File: src/cpu_map_consts.vh
// Constants for the CPU address decode and control state block
`ifndef CPU_MAP_CONSTS_VH
`define CPU_MAP_CONSTS_VH
`define MSS_RESET 8'hcf
`define MSS_16K 8'h04
`define MSS_24K 8'hc6
`define MSS_32K 8'hc8
`define FLASH_TOP_16K 16'h3fff
`define FLASH_TOP_24K 16'h5fff
`define FLASH_TOP_32K 16'h7fff
`define BLOCK_SHIFT 10
`define VEC_LAST 16'h003f
`define VEC_RESET 16'h0000
`define VEC_LVI 16'h0004
`define VEC_BREAK 16'h003e
`define TCALL_FIRST 16'h0040
`define TCALL_LAST 16'h007f
`define OPT_FIRST 16'h0080
`define OPT_LAST 16'h0084
`define SCALL_FIRST 16'h0800
`define SCALL_LAST 16'h0fff
`define RAM_FIRST_SMALL 16'hfc00
`define RAM_FIRST_LARGE 16'hfb00
`define RAM_LAST 16'hfeff
`define BANK_FIRST 16'hfee0
`define SFR_FIRST 16'hff00
`define PSW_RESET 8'h02
`define PSW_IE 7
`define PSW_Z 6
`define PSW_BANK_SELECT_HIGH 5
`define PSW_AC 4
`define PSW_BANK_SELECT_LOW 3
`define PSW_ISP 1
`define PSW_CY 0
`define REG_PSW 32'h00
`define REG_MSS 32'h04
`define REG_PC 32'h08
`define REG_SP 32'h0c
`define REG_EVT 32'h10
`define REG_DEC 32'h14
`define REG_DADDR 32'h18
`endif

File: src/cpu_memory_map_and_status.v
// CPU memory map decode and control registers with an AHB-Lite register port
`timescale 1ns/1ns
`include "cpu_map_consts.vh"
module cpu_memory_map_and_status (
    input wire clk,
    input wire rst,
    input wire clkEn,
    // AHB-Lite slave
    input wire hsel,
    input wire [31:0] haddr,
    input wire [1:0] htrans,
    input wire hwrite,
    input wire [2:0] hsize,
    input wire [31:0] hwdata,
    input wire hready,
    output wire hreadyout,
    output wire hresp,
    output reg [31:0] hrdata,
    // Core address decode
    input wire [15:0] coreAddr,
    input wire coreFetch,
    output reg [7:0] memRegion,
    output reg [4:0] flashBlock,
    output reg fetchFault,
    output reg beyondFlash,
    // Vector read port
    output reg [15:0] vecAddr,
    output reg vecReq,
    input wire [7:0] vecData,
    // Core events
    input wire [2:0] resetCause,
    input wire resetEvent,
    input wire fetchStep,
    input wire [2:0] fetchLen,
    input wire branchLoad,
    input wire [15:0] branchTarget,
    input wire irqAck,
    input wire [15:0] irqVector,
    input wire breakOp,
    input wire pushStatus,
    input wire popStatus,
    input wire [7:0] popValue,
    input wire irqEnableOp,
    input wire irqDisableOp,
    input wire bankSelOp,
    input wire [1:0] bankSelValue,
    input wire aluValid,
    input wire [7:0] aluResult,
    input wire aluHalfCarry,
    input wire aluCarryValid,
    input wire aluCarry,
    input wire spLoad,
    input wire [15:0] spValue,
    input wire stackWrite,
    input wire stackRead,
    input wire irqRequest,
    input wire irqLowPriority,
    input wire irqMasked,
    input wire [15:0] shortCallTarget,
    input wire shortCallReq,
    // Status outputs
    output reg [7:0] statusWord,
    output reg [15:0] instrPointer,
    output reg [15:0] stackPointer,
    output reg [1:0] bankNumber,
    output reg irqAccept,
    output reg shortCallOk,
    output reg vectorBusy,
    output reg [7:0] pushValue
);
    // Region codes
    localparam [7:0] RG_VEC = 8'h01;
    localparam [7:0] RG_TCALL = 8'h02;
    localparam [7:0] RG_OPT = 8'h03;
    localparam [7:0] RG_FLASH = 8'h04;
    localparam [7:0] RG_RAM = 8'h05;
    localparam [7:0] RG_BANK = 8'h06;
    localparam [7:0] RG_SFR = 8'h07;
    localparam [7:0] RG_NONE = 8'h00;
    // Vector fetch states
    localparam [1:0] VS_IDLE = 2'd0;
    localparam [1:0] VS_LOW = 2'd1;
    localparam [1:0] VS_HIGH = 2'd2;

    reg [7:0] memSize_q;
    reg [1:0] vState_q;
    reg [15:0] vBase_q;
    reg [7:0] vLow_q;
    reg [7:0] eventCount_q;
    reg [15:0] dataAddr_q;
    reg aWrite_q;
    reg aRead_q;
    reg [7:0] aReg_q;

    // Flash top for the selected size
    function [15:0] flashTop;
        input [7:0] sz;
        begin
            if (sz == `MSS_16K) begin
                flashTop = `FLASH_TOP_16K;
            end else if (sz == `MSS_24K) begin
                flashTop = `FLASH_TOP_24K;
            end else begin
                flashTop = `FLASH_TOP_32K;
            end
        end
    endfunction

    // Region of a 16-bit address
    function [7:0] regionOf;
        input [15:0] a;
        input [7:0] sz;
        reg [15:0] ramFirst;
        begin
            ramFirst = (sz == `MSS_16K) ? `RAM_FIRST_SMALL : `RAM_FIRST_LARGE;
            if (a <= `VEC_LAST) begin
                regionOf = RG_VEC;
            end else if (a >= `TCALL_FIRST && a <= `TCALL_LAST) begin
                regionOf = RG_TCALL;
            end else if (a >= `OPT_FIRST && a <= `OPT_LAST) begin
                regionOf = RG_OPT;
            end else if (a <= flashTop(sz)) begin
                regionOf = RG_FLASH;
            end else if (a >= `SFR_FIRST) begin
                regionOf = RG_SFR;
            end else if (a >= `BANK_FIRST) begin
                regionOf = RG_BANK;
            end else if (a >= ramFirst) begin
                regionOf = RG_RAM;
            end else begin
                regionOf = RG_NONE;
            end
        end
    endfunction

    // Core address decode over the full 64 KB space
    always @* begin
        memRegion = regionOf(coreAddr, memSize_q);
        flashBlock = coreAddr[14:10];
        fetchFault = coreFetch && (memRegion == RG_BANK);
        beyondFlash = !coreAddr[15] && (coreAddr > flashTop(memSize_q));
    end

    // Short call range, interrupt acceptance and bank number
    always @* begin
        shortCallOk = shortCallReq && shortCallTarget >= `SCALL_FIRST
            && shortCallTarget <= `SCALL_LAST;
        irqAccept = irqRequest && statusWord[`PSW_IE] && !irqMasked
            && !(irqLowPriority && !statusWord[`PSW_ISP]);
        bankNumber = {statusWord[`PSW_BANK_SELECT_HIGH], statusWord[`PSW_BANK_SELECT_LOW]};
    end

    // Vector read port toward program flash
    always @* begin
        vectorBusy = (vState_q != VS_IDLE);
        vecReq = vectorBusy;
        vecAddr = (vState_q == VS_HIGH) ? (vBase_q | 16'h0001) : vBase_q;
    end

    // Status word as pushed on acknowledge or push
    always @* begin
        pushValue = statusWord;
    end

    // Vector fetch sequencer and instruction pointer
    always @(posedge clk) begin
        if (rst) begin
            vState_q <= VS_LOW;
            vBase_q <= `VEC_RESET;
            vLow_q <= 8'h00;
            instrPointer <= 16'h0000;
        end else if (clkEn) begin
            case (vState_q)
                VS_LOW: begin
                    vLow_q <= vecData;
                    vState_q <= VS_HIGH;
                end
                VS_HIGH: begin
                    instrPointer <= {vecData, vLow_q};
                    vState_q <= VS_IDLE;
                end
                default: begin
                    if (resetEvent) begin
                        vBase_q <= `VEC_RESET;
                        vState_q <= VS_LOW;
                    end else if (breakOp) begin
                        vBase_q <= `VEC_BREAK;
                        vState_q <= VS_LOW;
                    end else if (irqAck) begin
                        vBase_q <= {irqVector[15:1], 1'b0};
                        vState_q <= VS_LOW;
                    end else if (branchLoad) begin
                        instrPointer <= branchTarget;
                    end else if (fetchStep) begin
                        instrPointer <= instrPointer + {13'h0000, fetchLen};
                    end
                end
            endcase
        end
    end

    // Status word flags
    always @(posedge clk) begin
        if (rst) begin
            statusWord <= `PSW_RESET;
        end else if (clkEn) begin
            if (resetEvent) begin
                statusWord <= `PSW_RESET;
            end else if (popStatus) begin
                statusWord <= popValue;
            end else if (irqAck || breakOp) begin
                statusWord[`PSW_IE] <= 1'b0;
            end else begin
                if (irqDisableOp) statusWord[`PSW_IE] <= 1'b0;
                else if (irqEnableOp) statusWord[`PSW_IE] <= 1'b1;
                if (bankSelOp) begin
                    statusWord[`PSW_BANK_SELECT_HIGH] <= bankSelValue[1];
                    statusWord[`PSW_BANK_SELECT_LOW] <= bankSelValue[0];
                end
                if (aluValid) begin
                    statusWord[`PSW_Z] <= (aluResult == 8'h00);
                    statusWord[`PSW_AC] <= aluHalfCarry;
                end
                if (aluCarryValid) statusWord[`PSW_CY] <= aluCarry;
            end
        end
    end

    // Stack pointer, no reset value
    always @(posedge clk) begin
        if (clkEn) begin
            if (spLoad) stackPointer <= spValue;
            else if (stackWrite) stackPointer <= stackPointer - 16'h0001;
            else if (stackRead) stackPointer <= stackPointer + 16'h0001;
        end
    end

    // AHB-Lite slave, zero wait states
    assign hreadyout = 1'b1;
    assign hresp = 1'b0;

    // Read data for one register offset; holes read as zero
    function [31:0] readWord;
        input [7:0] off;
        begin
            if ({24'h0, off} == `REG_PSW) begin
                readWord = {24'h0, statusWord};
            end else if ({24'h0, off} == `REG_MSS) begin
                readWord = {24'h0, memSize_q};
            end else if ({24'h0, off} == `REG_PC) begin
                readWord = {16'h0, instrPointer};
            end else if ({24'h0, off} == `REG_SP) begin
                readWord = {16'h0, stackPointer};
            end else if ({24'h0, off} == `REG_EVT) begin
                readWord = {24'h0, eventCount_q};
            end else if ({24'h0, off} == `REG_DEC) begin
                readWord = {8'h0, regionOf(dataAddr_q, memSize_q), 11'h0, dataAddr_q[14:10]};
            end else if ({24'h0, off} == `REG_DADDR) begin
                readWord = {16'h0, dataAddr_q};
            end else begin
                readWord = 32'h00000000;
            end
        end
    endfunction

    // Address phase capture and read data
    always @(posedge clk) begin
        if (rst) begin
            aWrite_q <= 1'b0;
            aRead_q <= 1'b0;
            aReg_q <= 8'h00;
            hrdata <= 32'h00000000;
        end else if (clkEn) begin
            if (hready) begin
                aWrite_q <= hsel && htrans[1] && hwrite;
                aRead_q <= hsel && htrans[1] && !hwrite;
                aReg_q <= haddr[7:0];
                if (hsel && htrans[1] && !hwrite) begin
                    hrdata <= readWord(haddr[7:0]);
                end
            end
        end
    end

    // Data phase writes; only haddr[7:0] is decoded, so each register aliases every 256 bytes
    always @(posedge clk) begin
        if (rst) begin
            memSize_q <= `MSS_RESET;
            dataAddr_q <= 16'h0000;
        end else if (clkEn) begin
            if (aWrite_q && {24'h0, aReg_q} == `REG_MSS) begin
                memSize_q <= hwdata[7:0];
            end else if (aWrite_q && {24'h0, aReg_q} == `REG_DADDR) begin
                dataAddr_q <= hwdata[15:0];
            end
        end
    end

    // Count of vector-taking events, readable by software
    always @(posedge clk) begin
        if (rst) begin
            eventCount_q <= 8'h00;
        end else if (clkEn) begin
            if (resetEvent || irqAck || breakOp) begin
                eventCount_q <= eventCount_q + 8'h01;
            end
        end
    end
endmodule // cpu_memory_map_and_status

File: config.mk
export PLATFORM = sky130hd
export DESIGN_NAME = cpu_memory_map_and_status
export DESIGN_NICKNAME = d
export VERILOG_FILES = /design/src/cpu_memory_map_and_status.v
export VERILOG_INCLUDE_DIRS = /design/src
export SDC_FILE = /design/constraint.sdc
export NUM_CORES = 1
export LEC_CHECK = 0
export ABC_AREA = 1
export BUFFER_PORTS_ARGS = -buffer_cell sky130_fd_sc_hd__buf_2
export CELL_PAD_IN_SITES_DETAIL_PLACEMENT = 1
export CELL_PAD_IN_SITES_GLOBAL_PLACEMENT = 1
export CORE_MARGIN = 5
export CORE_UTILIZATION = 33
export DETAILED_ROUTE_END_ITERATION = 7
export GPL_ROUTABILITY_DRIVEN = 0
export GPL_TIMING_DRIVEN = 0
export HOLD_SLACK_MARGIN = 0.02
export PLACE_DENSITY = 0.79
export SLEW_MARGIN = 0
export SYNTH_ARGS = -nofsm -noshare
export SYNTH_HDL_FRONTEND = slang
export SYNTH_SLANG_ARGS = --single-unit
export TNS_END_PERCENT = 5
File: constraint.sdc
create_clock -name clk -period 2.4 [get_ports clk]
set_input_delay 0.12 -clock clk [delete_from_list [all_inputs] [get_ports clk]]
set_output_delay 0.12 -clock clk [all_outputs]
set_load 0.01 [all_outputs]
# ---- Word level (Yosys, flattened, before mapping)
# Cells that the tools add are included.
dict set report op_classes {
  n_eq_ne 17
  muxes 71
  addsub 4
  bitwise_logic 3
  magnitude_cmp 21
  reduce_logical 53
}
# op n
set ops {}
lappend ops {{$mux 16} 29}
lappend ops {{$mux 24} 6}
lappend ops {{$ge 16x16->1 const B} 4}
lappend ops {{$mux 3} 14}
lappend ops {{$eq 8x3->1 const B} 4}
lappend ops {{$eq 8x5->1 const B} 4}
lappend ops {{$ge 16x16->1} 2}
lappend ops {{$ge 16x7->1 const B} 2}
lappend ops {{$ge 16x8->1 const B} 2}
lappend ops {{$le 16x16->1} 2}
lappend ops {{$le 16x6->1 const B} 2}
lappend ops {{$le 16x7->1 const B} 2}
lappend ops {{$le 16x8->1 const B} 2}
lappend ops {{$pmux 16 s2} 1}
lappend ops {{$reduce_and 3->1} 6}
lappend ops {{$reduce_bool 3->1} 6}
lappend ops {{$logic_and 1x1->1} 17}
lappend ops {{$add 16x1->16 const B} 1}
lappend ops {{$add 16x3->16} 1}
lappend ops {{$eq 8x4->1 const B} 2}
lappend ops {{$ge 16x12->1 const B} 1}
lappend ops {{$gt 16x16->1} 1}
lappend ops {{$le 16x12->1 const B} 1}
lappend ops {{$logic_not 8->1} 2}
lappend ops {{23 further kinds} 55}
dict set report totals {
  register_bits 139
  word_cells 185
}

# ---- Longest topological paths before layout
# Gate-level depths: netlist (run 1).
dict set report logic_depth {
  ltp_word 27
  mapped_depth 15
  mapped_depth_nobuf 15
}

# ---- Worst setup path before layout (run 1)
# Ideal clock, no wire load.
dict set report synth_path {
  path_kind {register -> register}
  startpoint {register stackPointer[0]}
  endpoint {register stackPointer[10] (data pin)}
  stages_incl_launch_ff 13
  t_arrival_ns 1.750
  n_path_buf 0
  setup_ns 0.253
  period_less_slack_ns 2.003
  path_slack_ns 0.397
  cell_sequence {edfxtp_1 inv_1 fa_1 inv_1 nand3_1 nand2_1 a21boi_0 o21ai_0 nand2_1 nand2_1 nand2_1 nand3_1 nand2_1}
}
dict set report synth_between {
  elab_chain_len 4
}
# item line
set synth_lines {}
lappend synth_lines {{from (decl)} cpu_memory_map_and_status.v:64} ;# output reg [15:0] stackPointer,
lappend synth_lines {{from (signal assigned)} cpu_memory_map_and_status.v:232} ;# if (spLoad) stackPointer <= spValue;
lappend synth_lines {{from (signal assigned)} cpu_memory_map_and_status.v:233} ;# else if (stackWrite) stackPointer <= stackPointer - 16'h0001;
lappend synth_lines {{from (signal assigned)} cpu_memory_map_and_status.v:234} ;# else if (stackRead) stackPointer <= stackPointer + 16'h0001;
lappend synth_lines {{$add 16x1->16} cpu_memory_map_and_status.v:234}
lappend synth_lines {{$mux 16} cpu_memory_map_and_status.v:234}
lappend synth_lines {{$mux 16 (*)} cpu_memory_map_and_status.v:233}
lappend synth_lines {{$mux 16 (*)} cpu_memory_map_and_status.v:232}
# Mark *: on every way between the ends. The rest lies on a longest branch, timed or not. The select of a mux whose other input is x is not followed.
# A chain may end at the register's enable or synchronous reset.

# ---- Worst setup path in the final report (run 1)
dict set report layout_path {
  startpoint {register vState_q[0]}
  endpoint {register instrPointer[6]}
}
dict set report layout_between {
  elab_chain_len 3
}
# item line
set layout_lines {}
lappend layout_lines {{from (decl)} cpu_memory_map_and_status.v:86} ;# reg [1:0] vState_q;
lappend layout_lines {{from (signal assigned)} cpu_memory_map_and_status.v:168} ;# vState_q <= VS_LOW;
lappend layout_lines {{from (signal assigned)} cpu_memory_map_and_status.v:176} ;# vState_q <= VS_HIGH;
lappend layout_lines {{from (signal assigned)} cpu_memory_map_and_status.v:180} ;# vState_q <= VS_IDLE;
lappend layout_lines {{$eq 2x2->1 / $eq 2x1->1 (equally long branches)} cpu_memory_map_and_status.v:173} ;# case (vState_q)
lappend layout_lines {{$ne 2x1->1 (no source line), or another cell as far along} n/a}
lappend layout_lines {{$reduce_and 6->1 (no source line)} n/a}
lappend layout_lines {{to (signal assigned)} cpu_memory_map_and_status.v:179} ;# instrPointer <= {vecData, vLow_q};
lappend layout_lines {{to (signal assigned)} cpu_memory_map_and_status.v:193} ;# instrPointer <= branchTarget;
lappend layout_lines {{to (signal assigned)} cpu_memory_map_and_status.v:195} ;# instrPointer <= instrPointer + {13'h0000, fetchLen};
lappend layout_lines {{to (decl)} cpu_memory_map_and_status.v:63} ;# output reg [15:0] instrPointer,
# Several ways; a longest one is shown, not always the timed one.

==> impl_metrics.env, run 1 <==
export IMPL_p_leak_nw=5.059
export IMPL_std_cell_rows=57
export IMPL_antenna_left=0
export IMPL_nNetsFinal=1766
export IMPL_synth_fa_ha_area_share_pct=5.048
export IMPL_finalCritPeriodShare_pct=95.36
export IMPL_crit_type="reg -> reg"
export IMPL_area_growth_pct=36.20
export IMPL_ys_seq_area_share_pct=33.36
export IMPL_rsz0062_at_grt="yes"
export IMPL_post_route_cell_area_um2=10870
export IMPL_dpl_instance_area_um2=9679
export IMPL_grt_pass1_vias=9700
export IMPL_clock_sinks=125
export IMPL_clock_tree_buffer_depth=2
export IMPL_clock_root_buffer="clkbuf_16"
export IMPL_fin_skew_ns=0.009071
export IMPL_power_frac_seq_pct=36.5
export IMPL_yosysWarnings=0
export IMPL_finalHoldViolCount=0
export IMPL_ir_worst_vdd_mv=0.4007
export IMPL_hp_class="in -> reg"
export IMPL_grtUsageTotal_pct=24.03
export IMPL_ys_ff_latch=125
export IMPL_multiInputGateArea_um2=4410
export IMPL_seq_area_um2=2664
export IMPL_htree_levels=4
export IMPL_netlist_area_leader_share_pct=27.34
export IMPL_worst_slew_pin_slew_ns=1.007
export IMPL_dieWidth_um=165.5
export IMPL_fin_util_pct=45.23
export IMPL_crit_fanout=10
export IMPL_grt_max_degree=17
export IMPL_outcome="finished clean"
export IMPL_max_freq_mhz=437.0
export IMPL_async_flop_share_pct=0
export IMPL_wl_per_cell_um=18.13
export IMPL_die_h_um=165.5
export IMPL_core_um2=24030
export IMPL_finalSetupViolations=0
export IMPL_synth_cell_types=48
export IMPL_synthTopCellsByArea="dfxtp_1 (27%), nand2_1 (12%), a21oi_1 (9.3%), inv_1 (6.3%), o21ai_0 (6.0%)"
export IMPL_cts_tree="yes"
export IMPL_place_hpwl_um=25970
export IMPL_synth_compound_area_share_pct=20.44
export IMPL_die_area_um2=27400
export IMPL_io_pins=328
export IMPL_max_slew_margin_pct=32.85
export IMPL_clock_latency_ns=0.43
export IMPL_avgSynthCellArea_um2=6.701
export IMPL_cts_buffers=17
export IMPL_portBuffers=244
export IMPL_wl_um=33790
export IMPL_synth_simple_area_share_pct=27.70
export IMPL_crit_path_end_kind="flip-flop"
export IMPL_power_frac_comb_pct=18.2
export IMPL_maxCapViolations=0
export IMPL_period_minus_slack_ns=2.289
export IMPL_via_count=9467
export IMPL_fill_cells=3197
export IMPL_synth_edff_count=16
export IMPL_synth_top_family_by_area="simple AND/OR/NAND/NOR gates"
export IMPL_drt_iter0_drc=517
export IMPL_arrival_ns=2.63
export IMPL_p_switching_mw=1.835
export IMPL_p_clk_share_pct=45.3
export IMPL_grt_pass1_wl_um=51480
export IMPL_overflow=0
export IMPL_synthFlopType="dfxtp_1"
export IMPL_syn_inst=1191
export IMPL_required_ns=2.74
export IMPL_dr_pass1_iters=5
export IMPL_synth_mux_area_share_pct=0
export IMPL_report_final_slew_viol_count=0
export IMPL_powerDensity_nw_per_um2=575.8
export IMPL_start_util_pct=33.21
export IMPL_route_detailed_drc=0
export IMPL_drive_above_1_share_pct=24.30
export IMPL_synth_xor_area_share_pct=0.8779
export IMPL_vias_per_cell=5.079
export IMPL_clkTransAtPathRegs_ns=0.06
export IMPL_startpoint_type="flip-flop"
export IMPL_syn_area_um2=7981
export IMPL_power_share_switching_pct=29.32
export IMPL_yosysTopAreaCell="dfxtp_1"
export IMPL_antenna_found_initial=3
export IMPL_intPower_mw=4.423
==> sequential cells by signal, indices dropped and copies added (netlist names), 8 cells and up <==
register / count
vLow_q: 8
eventCount_q: 8
dataAddr_q: 16
pushValue: 8
memSize_q: 8
hrdata: 19
aReg_q: 8
vBase_q: 15
instrPointer: 16
stackPointer: 16
==> per-stage QoR <==
step / setup TNS [ns] / cells / worst slack (ns) / power [mW] / hold WS, ns
after floorplan: 0 / 1209 / 0.3970 / 2.926 / 0.2464
after global placement: 0 / 1777 / 0.04957 / 3.330 / 0.3683
after detailed placement: -0.02391 / 1777 / -0.02391 / 3.367 / 0.3773
after CTS: 0 / 1861 / 0.003109 / 6.263 / 0.02170
after global routing: -0.03375 / 1864 / -0.02468 / 6.514 / 0.03940
final: 0 / 1864 / 0.1114 / 6.259 / 0.01932
==> power by group through the flow <==
stage / clock network, mW / logic, mW / registers [mW]
CTS: 2.86 / 1.12 / 2.29
finish: 2.83 / 1.14 / 2.29
detailed placement: 0 / 1.04 / 2.33
global route: 2.96 / 1.26 / 2.29
floorplan: 0 / 0.600 / 2.33
global placement: 0 / 1.00 / 2.33
==> metal layers <==
| layer | share of wire [%] | up-vias | track usage [%] |
|---|---|---|---|
| met1 | 41 | 4563 | 29.68 |
| met4 | 1.9 | 4 | 6.374 |
| met5 | 0.062 | - | 0 |
| li1 | - | 4601 | - |
| met3 | 5.9 | 43 | 4.840 |
| met2 | 51 | 256 | 42.63 |
==> placed cells by master, fill, tap and decap left out, types with 29 or more instances in the layout <==
master	instances
a21oi_1	146
buf_2	251
buf_4	42
dfxtp_1	108
dlygate4sd3_1	52
ha_1	29
inv_1	132
nand2_1	248
nand3_1	58
nor2_1	112
o21ai_0	94
==> synth_stat cells, types with 8 or more instances <==
cell type / instances
nand2_1: 250
a21oi_1: 148
inv_1: 134
nor2_1: 115
dfxtp_1: 109
o21ai_0: 96
nand3_1: 58
buf_4: 40
ha_1: 29
clkbuf_1: 27
nand4_1: 27
nor3_1: 19
edfxtp_1: 16
inv_2: 11
o21ai_1: 10
or2_2: 9
o211ai_1: 8
==> what timing repair did <==
action / 4_1_cts / 5_1_grt
endpoints found under the setup margin: 0 / 6
hold endpoints to repair: 55 / 0
setup buffers: 0 / 2
hold buffers: 52 / 0
resized for setup: 0 / 11
==> logic make-up (layout without fill, tap and decap cells) <==
logic type / count (synthesis) / after routing
flip-flops: 125 / 125
adder cells (fa/ha/maj): 31 / 31
XOR/XNOR: 8 / 8
buffers and inverters: 221 / 551
AND/OR/NAND/NOR: 505 / 505
AO/OA/AOI/OAI: 299 / 299
other: 2 / 21
==> worst paths after layout <==
| kind | startpoint | end | slack, ns | cells after the start |
|---|---|---|---|---|
| min | vecData[5] | vLow_q[5] | 0.02 | 3 |
| min reg2reg | vLow_q[1] | vLow_q[1] | 0.46 | 2 |
| max | vState_q[0] | instrPointer[6] | 0.11 | 10 |
| max reg2reg | vState_q[0] | instrPointer[6] | 0.11 | 10 |
==> area by class of cell <==
class | instances | share of cell area (%)
buffer | 76 | 4.155
inverter | 145 | 5.007
clock buffer | 17 | 3.913
clock inverter | 15 | 1.934
tap | 324 | 3.729
sequential | 125 | 24.51
timing repair buffer | 298 | 16.16
multi-input combinational | 863 | 40.57
antenna | 1 | 0.02302
==> critical path, stage by stage, from the launching register on <==
cell      delay (ns)
dfxtp_1         0.35
inv_1           0.10
ha_1            0.16
buf_2           0.27
inv_1           0.23
o21ai_1         0.15
nand3_2         0.26
inv_2           0.20
buf_4           0.21
o211ai_1        0.12
a21oi_1         0.15
(Power assumes the default switching activity.)
==> inputs of run 2 (changes only) <==
- ABC_AREA: 1 -> not set
- CORE_UTILIZATION: 33 -> 34
==> run 2 against run 1 <==
  * The flow now finishes with violations (negative setup slack)
  * Non-clock buffer count grew 20
  * Clock power shrank 5%
  * Critical path depth is 1 higher
  * Combinational power grew 7%
  * Sequential cell count stayed put
  * Critical endpoint is now fetchFault
  * Highest routed layer is now met4
==> impl_metrics.env, run 2 <==
export IMPL_outcome="finished, violations left"
export IMPL_violations="negative setup slack"
export IMPL_max_freq_mhz=305.8
export IMPL_synth_top_family_by_area="simple AND/OR/NAND/NOR gates"
export IMPL_wl_um=33090
export IMPL_met3_usage_pct=4.797
export IMPL_finalPower_mw=6.206
export IMPL_std_cell_rows=55
export IMPL_layout_commonest_cell="buf_2"
export IMPL_ys_seq_area_share_pct=34.35
export IMPL_cts_tree="yes"
export IMPL_p_switching_mw=1.755
export IMPL_met1_usage_pct=30.04
export IMPL_yosysWarnings=0
export IMPL_drt_iter0_drc=632
export IMPL_finalHoldViolCount=0
export IMPL_met2_usage_pct=44.22
export IMPL_core_um2=22570
export IMPL_crit_path_end_kind="output pin"
export IMPL_finalSetupViolations=7
export IMPL_largest_register="hrdata"
export IMPL_final_setup_worst_slack_ns=-0.8697
export IMPL_via_count=8779
export IMPL_grtUsageTotal_pct=24.83
export IMPL_fill_cells=2850
export IMPL_place_inst=1526
export IMPL_io_pins=328
export IMPL_vias_per_cell=5.429
export IMPL_synth_xor_area_share_pct=2.712
export IMPL_crit_buf_inv=2
export IMPL_power_frac_comb_pct=19.6
export IMPL_rsz0062_at_grt="yes"
export IMPL_synth_compound_area_share_pct=20.89
export IMPL_fin_util_pct=47.38
export IMPL_clock_root_buffer="clkbuf_16"
export IMPL_hp_class="in -> reg"
export IMPL_final_cell_mix="buf_2 (240), nand2_1 (116), a21oi_1 (109)"
export IMPL_yosysTopAreaCell="dfxtp_1"
export IMPL_start_util_pct=34.34
export IMPL_ys_ff_latch=125
export IMPL_power_frac_seq_pct=37.2
export IMPL_antenna_left=0
export IMPL_final_cells=1617
export IMPL_synth_fa_ha_area_share_pct=5.198
export IMPL_crit_type="reg -> out"
export IMPL_synth_cell_types=63
export IMPL_arrival_ns=3.15
export IMPL_grt_pass1_wl_um=51160
export IMPL_drive_above_1_share_pct=26.30
export IMPL_wl_per_cell_um=20.46
export IMPL_portBuffers=241
export IMPL_fin_skew_ns=0.007927
export IMPL_p_leak_nw=4.732
export IMPL_die_area_um2=25920
export IMPL_syn_inst=982
export IMPL_clock_tree_buffer_depth=2
export IMPL_grt_pass1_vias=9369
export IMPL_p_clk_share_pct=43.2
export IMPL_dieWidth_um=161.0
export IMPL_busiest_layer="met2"
export IMPL_grt_max_degree=18
export IMPL_async_flop_share_pct=0
export IMPL_place_hpwl_um=25230
export IMPL_synth_mux_area_share_pct=6.699
export IMPL_powerDensity_nw_per_um2=580.3
export IMPL_dr_pass1_iters=7
export IMPL_hold_slack_ns=0.03404
export IMPL_worst_slew_pin_slew_ns=1.022
export IMPL_area_growth_pct=37.98
export IMPL_seq_area_um2=2666
export IMPL_startpoint_type="flip-flop"
export IMPL_avgSynthCellArea_um2=7.893
export IMPL_syn_area_um2=7751
export IMPL_clock_latency_ns=0.43
export IMPL_slowest_stage="or4_4"
export IMPL_max_slew_margin_pct=31.35
export IMPL_report_final_slew_viol_count=0
export IMPL_htree_levels=4
export IMPL_finalCritPeriodShare_pct=136.2
export IMPL_clkTransAtPathRegs_ns=0.06
export IMPL_netlist_area_leader_share_pct=28.15
export IMPL_period_minus_slack_ns=3.270
export IMPL_die_h_um=161.0
export IMPL_cts_buffers=17
export IMPL_intPower_mw=4.451
export IMPL_multiInputGateArea_um2=4684
export IMPL_maxCapViolations=0
export IMPL_crit_family="simple AND/OR/NAND/NOR gates"
export IMPL_power_share_switching_pct=28.28
export IMPL_ir_worst_vdd_mv=0.3165
export IMPL_overflow=0
export IMPL_synth_edff_count=16
export IMPL_clock_sinks=125
export IMPL_nNetsFinal=1558
export IMPL_route_detailed_drc=0
export IMPL_synth_simple_area_share_pct=22.53
export IMPL_synthFlopType="dfxtp_1"
export IMPL_synthTopCellsByArea="dfxtp_1 (28%), a21oi_1 (7.2%), edfxtp_1 (6.2%), mux2i_1 (5.7%), nand2_1 (5.6%)"
export IMPL_synth_common_cells="nand2_1 (116), a21oi_1 (112), dfxtp_1 (109)"
export IMPL_crit_fanout=5
export IMPL_cp_cell_sequence="or4_1 -> or4_4 -> inv_4 -> ha_4 -> nand4_1 -> nor4_4 -> a21oi_2 -> o211ai_1 -> a22oi_2 -> and3b_2 -> buf_6"
export IMPL_antenna_found_initial=1
export IMPL_required_ns=2.28
export IMPL_yosysMostFrequentCell="nand2_1"
export IMPL_largest_reg_flops=19
export IMPL_cp_slowest_stage_delay_ns=0.49
-- run 2: power by group through the flow --
stage	Sequential [mW]	Clock [mW]	Combinational [mW]
floorplan	2.33	0	0.653
global placement	2.35	0	1.06
detailed placement	2.35	0	1.09
CTS	2.30	2.72	1.20
global route	2.31	2.82	1.33
finish	2.31	2.68	1.22
-- run 2: layer usage --
| metal | vias up | routed length (um) |
|---|---|---|
| met5 | - | 0 |
| met2 | 308 | 16740 |
| li1 | 4157 | - |
| met4 | 0 | 893 |
| met1 | 4244 | 13560 |
| met3 | 70 | 1894 |
-- run 2: cells by family (layout without fill, tap and decap cells) --
family | count (synthesis) | after routing
muxes | 51 | 51
DFF | 125 | 125
adders and majority gates | 31 | 31
other | 2 | 21
buffers and inverters | 119 | 450
and+or+nand+nor | 373 | 373
AOI/OAI and AO/OA | 257 | 257
xor gates and xnor gates | 24 | 24
-- run 2: tightest hold or removal path, delay by kind of cell --
family                 cells  cell delay [ns]
AOI/OAI and AO/OA          1             0.07
and+or+nand+nor            1             0.05
buffers and inverters      1             0.11
-- run 2: area by class of cell --
class,count,share of cell area [%]
repair buffers,300,16.74
flip-flops and latches,125,24.93
diodes,1,0.02340
well taps,285,3.334
inverters,24,0.8657
clock buffers,29,5.346
plain buffers,94,4.562
clock inverters,3,0.3978
multi-input cells,756,43.80
-- run 2: final timing paths --
kind / startpoint / endpoint / slack, ns / depth (start not counted)
setup / recovery: memSize_q[4] / fetchFault / -0.87 / 11
hold / removal: spValue[0] / stackPointer[0] / 0.03 / 3
hold reg to reg: vBase_q[12] / vBase_q[12] / 0.45 / 2
setup reg to reg: memSize_q[4] / hrdata[16] / -0.24 / 9
-- run 2: what timing repair did --
action	CTS	global route
endpoints found under the setup margin	16	11
gates cloned	0	0
pin swaps	7	4
hold buffers	54	0
buffers inserted	4	1
hold endpoints to repair	62	0
gates resized for setup	26	7
-- run 2: metrics by stage --
stage / area, um^2 / worst slack [ns] / setup TNS [ns]
2_1_floorplan: 7829 / -0.2040 / -0.2040
3_3_place_gp: 9392 / -0.5789 / -4.230
3_5_place_dp: 9392 / -0.5922 / -4.993
4_1_cts: 10670 / -0.8061 / -3.072
5_1_grt: 10700 / -0.9398 / -4.012
6_report: 10700 / -0.8697 / -3.323
